===== config.mk =====
export PLATFORM = sky130hd
export DESIGN_NAME = control_serial_link_decoder_flat
export DESIGN_NICKNAME = d
export VERILOG_FILES = /design/src/include/control_serial_link_pkg.sv /design/src/include/control_serial_link_if.sv /design/src/control_serial_link_decoder.sv /design/src/frame_shifter.sv /design/src/flat_wrapper.sv
export SDC_FILE = /design/constraint.sdc
export NUM_CORES = 1
export LEC_CHECK = 0
export ABC_CLOCK_PERIOD_IN_PS = 4300
export BUFFER_PORTS_ARGS = -buffer_cell sky130_fd_sc_hd__buf_2
export CORE_ASPECT_RATIO = 0.9
export CORE_UTILIZATION = 59
export CTS_CLUSTER_SIZE = 12
export DETAILED_ROUTE_END_ITERATION = 12
export PLACE_DENSITY = 0.82
export SYNTH_ARGS = -nofsm -noshare
export SYNTH_HDL_FRONTEND = slang
export SYNTH_SLANG_ARGS = --single-unit

===== constraint.sdc =====
create_clock -name clock_i -period 4.3 [get_ports clock_i]
set_input_delay 0.86 -clock clock_i [delete_from_list [all_inputs] [get_ports clock_i]]
set_output_delay 0.86 -clock clock_i [all_outputs]
set_load 0.02 [all_outputs]

===== src/include/control_serial_link_pkg.sv =====
// shared constants and helper functions for the serial command link
package control_serial_link_pkg;
   localparam int OP_W = 5;
   localparam int RT_DATA_W = 5;
   localparam int ADDR_W = 5;
   localparam int SUB_DATA_MAX = 64;
   localparam int CNT_W = 7;
   // idle zeros that force the decoder idle; longer than any zero run
   // a legal frame can hold, so a long all-zero data field is never cut
   localparam int IDLE_ZEROS = 80;
   localparam logic [4:0] OP_NULL = 5'h00;
   localparam logic [4:0] OP_CLEAR = 5'h01;
   localparam logic [4:0] OP_SYNC = 5'h02;
   localparam logic [4:0] OP_TRIG = 5'h03;
   localparam logic [4:0] OP_READ = 5'h04;
   localparam logic [4:0] OP_RT_LAST = 5'h0b;
   localparam logic [4:0] OP_SUB_FIRST = 5'h0c;
   localparam logic [4:0] OP_SUB_LAST = 5'h1e;
   localparam logic [6:0] LEN_ZERO = 7'h00;
   localparam logic [6:0] LEN_FIVE = 7'h05;
   localparam logic [6:0] LEN_EIGHT = 7'h08;
   localparam logic [6:0] LEN_SIXTYFOUR = 7'h40;
   localparam logic [4:0] OP_SUB_WR64 = 5'h1d;
   localparam logic [4:0] OP_SUB_WR8 = 5'h1c;
   localparam logic [4:0] OP_SUB_RD64 = 5'h1b;
   localparam logic [4:0] OP_SUB_RESET = 5'h1e;
   localparam int NBUF = 4;
   localparam int PTR_W = 2;
   localparam int TCNT_W = 16;

   // data-field length of each defined subsystem opcode
   function automatic logic [6:0] sub_len(input logic [4:0] op);
      case (op)
         OP_SUB_WR64: sub_len = LEN_SIXTYFOUR;
         OP_SUB_WR8: sub_len = LEN_EIGHT;
         default: sub_len = LEN_ZERO;
      endcase
   endfunction

   function automatic logic is_runtime(input logic [4:0] op);
      is_runtime = (op <= OP_RT_LAST);
   endfunction
endpackage


===== src/include/control_serial_link_if.sv =====
// serial control link joining sender and front-end decoder
`timescale 1ns/1ps
interface control_serial_link_if;
   logic ser;
   modport sender (output ser);
   modport receiver (input ser);
endinterface


===== src/control_serial_link_decoder.sv =====
// front-end command decoder: frame hunt, opcode decode, event buffers
`timescale 1ns/1ps
module control_serial_link_decoder (
   input wire logic clock_i,
   input wire logic nrst_i,
   control_serial_link_if.receiver link,
   input wire logic [7:0] fe_data_i,
   output logic cmd_strobe_o,
   output logic [4:0] cmd_op_o,
   output logic [4:0] cmd_addr_o,
   output logic [63:0] cmd_data_o,
   output logic [4:0] div_count_o,
   output logic [15:0] time_count_o,
   output logic buf_empty_o,
   output logic buf_full_o,
   output logic ev_valid_o,
   output logic [4:0] ev_tag_o,
   output logic [15:0] ev_time_o,
   output logic [7:0] ev_data_o,
   output logic [63:0] enable_reg_o,
   output logic [7:0] dac_value_o,
   output logic [4:0] dac_addr_o,
   output logic [4:0] sub_reset_o
);
   localparam int NB = control_serial_link_pkg::NBUF;
   localparam int PTR_W_L = control_serial_link_pkg::PTR_W;
   typedef enum logic [2:0] {
      S_HUNT = 3'b000, S_OP = 3'b001, S_ADDR = 3'b010,
      S_DATA = 3'b011, S_EXEC = 3'b100
   } st_e_t;
   typedef struct packed {
      logic [4:0] tag;
      logic [15:0] tim;
      logic [7:0] dat;
   } ev_t;
   typedef struct packed {
      st_e_t st;
      logic prev;
      logic [6:0] zeros;
      logic [4:0] op;
      logic [4:0] addr;
      logic [6:0] len;
      logic [4:0] div;
      logic [15:0] tcnt;
      logic [PTR_W_L-1:0] wr;
      logic [PTR_W_L-1:0] rd;
      logic [PTR_W_L:0] fill;
      ev_t [NB-1:0] ev;
      logic ev_valid;
      ev_t ev_out;
      logic strobe;
      logic [4:0] c_op;
      logic [4:0] c_addr;
      logic [63:0] c_data;
      logic [63:0] en_reg;
      logic [7:0] dac;
      logic [4:0] dac_addr;
      logic [4:0] sub_rst;
   } st_t;
   st_t s_q;
   st_t s_d;
   logic sh_clear;
   logic sh_shift;
   logic [63:0] sh_word;
   logic [6:0] sh_cnt;
   logic bit_in;
   logic [63:0] field;

   assign bit_in = link.ser; // one bit per clock

   frame_shifter frame_shifter_i (
      .clock_i(clock_i),
      .nrst_i(nrst_i),
      .clear_i(sh_clear),
      .shift_i(sh_shift),
      .bit_i(bit_in),
      .word_o(sh_word),
      .count_o(sh_cnt)
   );

   always_comb begin
      s_d = s_q;
      sh_clear = 1'b0;
      sh_shift = 1'b0;
      field = '0;
      s_d.prev = bit_in;
      s_d.strobe = 1'b0;
      s_d.ev_valid = 1'b0;
      // free-running divider and timing counter
      s_d.div = s_q.div + 5'h01;
      s_d.tcnt = s_q.tcnt + 16'h0001;
      s_d.zeros = bit_in ? 7'h00 :
                  (s_q.zeros == 7'(control_serial_link_pkg::IDLE_ZEROS) ?
                   s_q.zeros : s_q.zeros + 7'h01);
      unique case (s_q.st)
         S_HUNT: begin
            sh_clear = 1'b1;
            if (bit_in && !s_q.prev) begin
               s_d.st = S_OP;
            end
         end
         S_OP: begin
            sh_shift = 1'b1; // lsb first
            if (sh_cnt == 7'(control_serial_link_pkg::OP_W - 1)) begin
               s_d.op = {bit_in, sh_word[63:60]};
               sh_clear = 1'b1;
               sh_shift = 1'b0;
               if (control_serial_link_pkg::is_runtime({bit_in, sh_word[63:60]})) begin
                  s_d.len = control_serial_link_pkg::LEN_FIVE;
                  s_d.st = S_DATA;
               end else begin
                  // table lookup, undefined ones get zero
                  s_d.len = control_serial_link_pkg::sub_len({bit_in, sh_word[63:60]});
                  s_d.st = S_ADDR;
               end
            end
         end
         S_ADDR: begin
            sh_shift = 1'b1;
            if (sh_cnt == 7'(control_serial_link_pkg::ADDR_W - 1)) begin
               s_d.addr = {bit_in, sh_word[63:60]};
               sh_clear = 1'b1;
               sh_shift = 1'b0;
               s_d.st = (s_q.len == control_serial_link_pkg::LEN_ZERO) ? S_EXEC : S_DATA;
            end
         end
         S_DATA: begin
            sh_shift = 1'b1; // zero data bits never restart hunt
            if (sh_cnt == s_q.len - 7'h01) begin
               s_d.st = S_EXEC;
            end
         end
         S_EXEC: begin
            // decode one clock after last bit, always
            // lsb-first align
            field = sh_word >> (control_serial_link_pkg::LEN_SIXTYFOUR - s_q.len);
            s_d.strobe = 1'b1;
            s_d.c_op = s_q.op;
            s_d.c_addr = s_q.addr;
            s_d.c_data = field;
            unique case (s_q.op)
               control_serial_link_pkg::OP_NULL: ; // no local action
               control_serial_link_pkg::OP_CLEAR: begin
                  // pointers only; contents and setup regs kept
                  s_d.wr = '0;
                  s_d.rd = '0;
                  s_d.fill = '0;
               end
               control_serial_link_pkg::OP_SYNC: begin
                  s_d.div = '0; // events stay
                  s_d.tcnt = '0;
               end
               control_serial_link_pkg::OP_TRIG: begin
                  // full buffers: the trigger is dropped, nothing is stored
                  if (s_q.fill != (PTR_W_L+1)'(NB)) begin
                     s_d.ev[s_q.wr] = '{tag: field[4:0], tim: s_q.tcnt,
                                        dat: fe_data_i};
                     s_d.wr = s_q.wr + PTR_W_L'(1);
                     s_d.fill = s_q.fill + (PTR_W_L+1)'(1);
                  end
               end
               control_serial_link_pkg::OP_READ: begin
                  if (s_q.fill != '0) begin
                     s_d.ev_out = s_q.ev[s_q.rd]; // oldest first
                     s_d.ev_valid = 1'b1;
                     s_d.rd = s_q.rd + PTR_W_L'(1);
                     s_d.fill = s_q.fill - (PTR_W_L+1)'(1);
                  end
               end
               control_serial_link_pkg::OP_SUB_WR64: s_d.en_reg = field;
               control_serial_link_pkg::OP_SUB_WR8: begin
                  s_d.dac = field[7:0];
                  s_d.dac_addr = s_q.addr;
               end
               control_serial_link_pkg::OP_SUB_RESET: s_d.sub_rst = s_q.addr;
               default: ; // undefined and OP_SUB_RD64: no action
            endcase
            sh_clear = 1'b1;
            s_d.st = S_HUNT;
         end
         default: s_d.st = S_HUNT;
      endcase
      // long zero run forces idle
      // the new count is used, so a start bit after idle is never lost
      if (s_d.zeros == 7'(control_serial_link_pkg::IDLE_ZEROS) && s_q.st != S_EXEC) begin
         s_d.st = S_HUNT;
      end
   end

   always_ff @(posedge clock_i or negedge nrst_i) begin
      if (!nrst_i) begin
         s_q <= '0;
      end else begin
         s_q <= s_d;
      end
   end

   assign cmd_strobe_o = s_q.strobe;
   assign cmd_op_o = s_q.c_op;
   assign cmd_addr_o = s_q.c_addr;
   assign cmd_data_o = s_q.c_data;
   assign div_count_o = s_q.div;
   assign time_count_o = s_q.tcnt;
   assign buf_empty_o = (s_q.fill == '0);
   assign buf_full_o = (s_q.fill == (PTR_W_L+1)'(NB));
   assign ev_valid_o = s_q.ev_valid;
   assign ev_tag_o = s_q.ev_out.tag;
   assign ev_time_o = s_q.ev_out.tim;
   assign ev_data_o = s_q.ev_out.dat;
   assign enable_reg_o = s_q.en_reg;
   assign dac_value_o = s_q.dac;
   assign dac_addr_o = s_q.dac_addr;
   assign sub_reset_o = s_q.sub_rst;
endmodule


===== src/frame_shifter.sv =====
// lsb-first serial shift register with bit counter
`timescale 1ns/1ps
module frame_shifter (
   input wire logic clock_i,
   input wire logic nrst_i,
   input wire logic clear_i,
   input wire logic shift_i,
   input wire logic bit_i,
   output logic [63:0] word_o,
   output logic [6:0] count_o
);
   typedef struct packed {
      logic [63:0] word;
      logic [6:0] count;
   } st_t;
   st_t s_q;
   st_t s_d;

   always_comb begin
      s_d = s_q;
      if (clear_i) begin
         s_d.word = '0;
         s_d.count = control_serial_link_pkg::LEN_ZERO;
      end else if (shift_i) begin
         // lsb arrives first, so new bits enter at the top
         s_d.word = {bit_i, s_q.word[63:1]};
         s_d.count = s_q.count + 7'h01;
      end
   end

   always_ff @(posedge clock_i or negedge nrst_i) begin
      if (!nrst_i) begin
         s_q <= '0;
      end else begin
         s_q <= s_d;
      end
   end

   assign word_o = s_q.word;
   assign count_o = s_q.count;
endmodule


===== src/flat_wrapper.sv =====
// flat-port wrapper written by rule: the top's interface ports become plain ports
module control_serial_link_decoder_flat 
  (clock_i, nrst_i, fe_data_i, cmd_strobe_o, cmd_op_o, cmd_addr_o, cmd_data_o, div_count_o, time_count_o, buf_empty_o, buf_full_o, ev_valid_o, ev_tag_o, ev_time_o, ev_data_o, enable_reg_o, dac_value_o, dac_addr_o, sub_reset_o, link_ser);
  control_serial_link_if link_i ();
  input wire logic clock_i;
  input wire logic nrst_i;
  input wire logic [7:0] fe_data_i;
  output logic cmd_strobe_o;
  output logic [4:0] cmd_op_o;
  output logic [4:0] cmd_addr_o;
  output logic [63:0] cmd_data_o;
  output logic [4:0] div_count_o;
  output logic [15:0] time_count_o;
  output logic buf_empty_o;
  output logic buf_full_o;
  output logic ev_valid_o;
  output logic [4:0] ev_tag_o;
  output logic [15:0] ev_time_o;
  output logic [7:0] ev_data_o;
  output logic [63:0] enable_reg_o;
  output logic [7:0] dac_value_o;
  output logic [4:0] dac_addr_o;
  output logic [4:0] sub_reset_o;
  input wire logic [$bits(link_i.ser)-1:0] link_ser;
  assign link_i.ser = link_ser;
  control_serial_link_decoder u_core (.clock_i(clock_i), .nrst_i(nrst_i), .link(link_i), .fe_data_i(fe_data_i), .cmd_strobe_o(cmd_strobe_o), .cmd_op_o(cmd_op_o), .cmd_addr_o(cmd_addr_o), .cmd_data_o(cmd_data_o), .div_count_o(div_count_o), .time_count_o(time_count_o), .buf_empty_o(buf_empty_o), .buf_full_o(buf_full_o), .ev_valid_o(ev_valid_o), .ev_tag_o(ev_tag_o), .ev_time_o(ev_time_o), .ev_data_o(ev_data_o), .enable_reg_o(enable_reg_o), .dac_value_o(dac_value_o), .dac_addr_o(dac_addr_o), .sub_reset_o(sub_reset_o));
endmodule

==> impl_table.tex <==
\begin{tabular}{lr}
\hline
Metric & Value \\
\hline
\multicolumn{2}{l}{\textbf{Cells and area}} \\
Fill cell instance count of the final layout & 2,409 \\
Area added between synthesis and finish & 5.91\% \\
Flip-flop and latch area & approximately 11,000 um2 \\
Number of antenna diodes & 0 \\
Commonest cells after routing, fill and taps aside & 424 x dfrtp\_1, 270 x nand2\_1, 219 x buf\_2, 147 x mux2\_2, 142 x o21ai\_0 \\
Most frequent standard cell in the layout excluding fill and tap cells & dfrtp\_1 \\
Ratio of cells with drive above 1 in the final layout & slightly above 30\% \\
Final-stage net count & 1,743 \\
Area of combinational cells with multiple inputs & 7450 um2 \\
\multicolumn{2}{l}{\textbf{Clock tree}} \\
Buffer type at the clock tree root & clkbuf\_16 \\
Number of buffers added by the clock tree synthesis step & 44 \\
CTS max path bufs & 3 \\
H-tree levels & 2 \\
Post-CTS Setup Inserts & 0 \\
Count of clock tree sinks & 426 \\
TritonCTS clock tree & built \\
CTS clk-pin slew, worst paths & $\sim$60 ps \\
Latest clock arrival within the worst-skew pair & between 500 and 600 ps \\
Quantity of gates resized following cts & 0 \\
Post-cts hold buffer count & 0 \\
\multicolumn{2}{l}{\textbf{Synthesis}} \\
Nets in the synthesized netlist & 1,778 \\
Post-synthesis cell area & 20,200 um2 \\
Synthesis-stage register bit count & between 400 and 500 \\
Count of flip-flops with a built-in enable after synthesis & 0 \\
Warnings, synthesis & 0 \\
Sequential element share of the synthesized area & 52.8\% \\
Number of different library cells in the post-synthesis netlist & 62 \\
Cells after synthesis & 1,753 \\
Post-synth top flop & dfrtp\_1 \\
Fraction of registers with async set or reset after synthesis & 100\% \\
Mean instance size in the synthesized netlist & 11.5 um2 \\
\multicolumn{2}{l}{\textbf{Floorplanning}} \\
Die W & 197 um \\
Standard cell core area & 33,300 um2 \\
Die Outline Area & 35,000 um2 \\
Overall die height & 177 um \\
\# rows & 63 \\
Ports & around 220 \\
Starting Density & 60.5\% \\
\multicolumn{2}{l}{\textbf{Placed design}} \\
Gpl congestion & approximately 0.9 \\
Worst slack after detailed placement & 1040 ps \\
Final HPWL from detailed placement & 30,300 um \\
Port Buffers & 220 \\
\multicolumn{2}{l}{\textbf{Detailed routing}} \\
Post-DR wirelength/cell & around 21 um \\
Post-route antenna net violation count & 0 \\
Vias per cell & around 6.1 \\
Initial detailed-routing violation count & 1,099 \\
Detailed-route wire length & 45,500 um \\
Number of DRC violations after detailed routing & 0 \\
Via count & 13.3k \\
Initial DRT Pass Iterations & 5 \\
\multicolumn{2}{l}{\textbf{Worst setup path}} \\
Crit path DAT & 3750 ps \\
Startpoint Class & register \\
Maximum fanout along the worst path & 64 \\
CP endpoint kind & register \\
Crit Path Category & reg -> reg \\
Data required time at the worst endpoint & between 4000 and 5000 ps \\
\multicolumn{2}{l}{\textbf{GRT}} \\
Global-route wire length before repair & 72,000 um \\
GRT Residual Overflow & 0 \\
Initial antenna violation count & 0 \\
Via count of the first global-routing pass & 13.1k \\
GRT Util Overall & about a quarter \\
Maximum number of pins on one net before global-route repair & 89 \\
\multicolumn{2}{l}{\textbf{Power and ir drop}} \\
Leak pwr & 10.4 nW \\
Power density over the cells & 505 nW/um2 \\
Max rail drop VDD & about 350 uV \\
\multicolumn{2}{l}{\textbf{Timing}} \\
Final setup violation count & 0 \\
Min setup slack post-route & 994 ps \\
F\_max & around 300 MHz \\
Final hold violation count & 0 \\
Max-slew headroom at the worst pin & 30.9\% \\
Unrepaired setup endpoints after global routing & false \\
Final slew viol count & 0 \\
Minimum clock period & 3310 ps \\
Transition time at the pin with the least slew margin & 1040 ps \\
Worst Skew & 28.2 ps \\
Setup TNS & 0 ps \\
Period utilisation layout & about three quarters \\
\multicolumn{2}{l}{\textbf{Run status}} \\
Outcome & complete, no violations \\
\multicolumn{2}{l}{\textbf{Flow run}} \\
Number of max-cap violations & 0 \\
\multicolumn{2}{l}{\textbf{Worst hold path}} \\
Hold/Removal Path Class & in -> async \\
\hline
\end{tabular}
[cell usage after synthesis (3+ instances only)]
master    instances  area, um2
dfrtp_1         426      10700
nand2_1         270       1010
buf_4           207       1550
mux2_2          147       1660
o21ai_0         142        711
clkbuf_1         72        270
a22o_1           63        552
mux4_2           63       1420
nor2_1           53        199
buf_2            29        145
mux2i_1          29        290
a21oi_1          26        130
nand3_1          26        130
o21ai_1          20        100
xor2_1           18        158
ha_1             14        175
inv_1            14       52.6
nor3_1           12       60.1
xnor2_1          10       87.6
a22oi_1           8       60.1
nand2b_1          8       50.1
nor2b_1           8       50.1
or3_1             8       50.1
buf_1             6       22.5
o22ai_1           5       31.3
a211oi_1          4       30.0
buf_6             4       45.0
nand2_2           4       25.0
o22a_1            4       35.0
a31oi_1           3       18.8
and2_1            3       18.8
mux2_1            3       33.8
nand4_1           3       18.8
nand4b_1          3       26.3
nor3b_1           3       22.5
nor4_1            3       18.8
[area by class of cell]
class | instances | area share (%)
timing repair buffer | 238 | 6.06
tap | 455 | 2.66
inverter | 16 | 0.287
sequential | 426 | 49.9
clock buffer | 59 | 5.79
clock inverter | 7 | 0.451
multi-input combinational | 992 | 34.9
[worst paths after layout]
check | from | cells past startpoint | slack (ps) | end
worst max-delay path | u_core.s_q[356] | 5 | 990 | register
worst min-delay path | nrst_i | 1 | 280 | u_core.enable_reg_o[43]
worst max register to register | u_core.s_q[356] | 5 | 990 | register
worst min register to register | u_core.cmd_addr_o[1] | 2 | 470 | u_core.cmd_addr_o[1]
max in group asynchronous | nrst_i | 2 | 3020 | asynchronous set/reset pin
min in group clock_i | u_core.cmd_addr_o[1] | 2 | 470 | u_core.cmd_addr_o[1]
[power breakdown]
group          total [mW]  switching, mW  internal [mW]
combinational        2.54           1.70          0.848
clock                3.57           1.55           2.02
sequential           4.68          0.394           4.28
[layer usage]
| metal | up-vias | share of wire, % | GRT usage, % |
|---|---|---|---|
| li1 | 5817 | - | - |
| met1 | 6796 | 42 | 36.7 |
| met2 | 556 | 48 | 41.9 |
| met3 | 101 | 7.2 | 4.81 |
| met4 | 0 | 3.1 | 9.24 |
| met5 | - | 0 | 0 |
[through the flow]
step                area, um2  hold slack [ps]  power (mW)  utilization [%]  cells
detailed placement      20000              458        7.24             60.1   2127
finish                  21400              282        10.8             64.1   2193
CTS                     21400              310        10.8             64.1   2193
floorplan               20200              445        6.69                -   1753
global route            21400              340        11.2             64.1   2193
global placement        20000              457        7.13             60.1   2127
[cells by family after synthesis]
| group | count (synthesis) | synth area share (%) |
|---|---|---|
| simple gates | 416 | 8.88 |
| mux | 242 | 16.8 |
| buf+inv | 335 | 10.4 |
| xor+xnor | 28 | 1.22 |
| fa+ha+maj | 15 | 0.917 |
| flops | 426 | 52.8 |
| compound gates | 291 | 8.91 |
[critical path, stage by stage (launching register included)]
cell and delay [ps]:
dfrtp_1 570, or3b_4 670, clkinv_2 400, and4_1 350, nand2_2 730, mux2_2 430
Note: power is estimated with default switching activity, not from simulation.
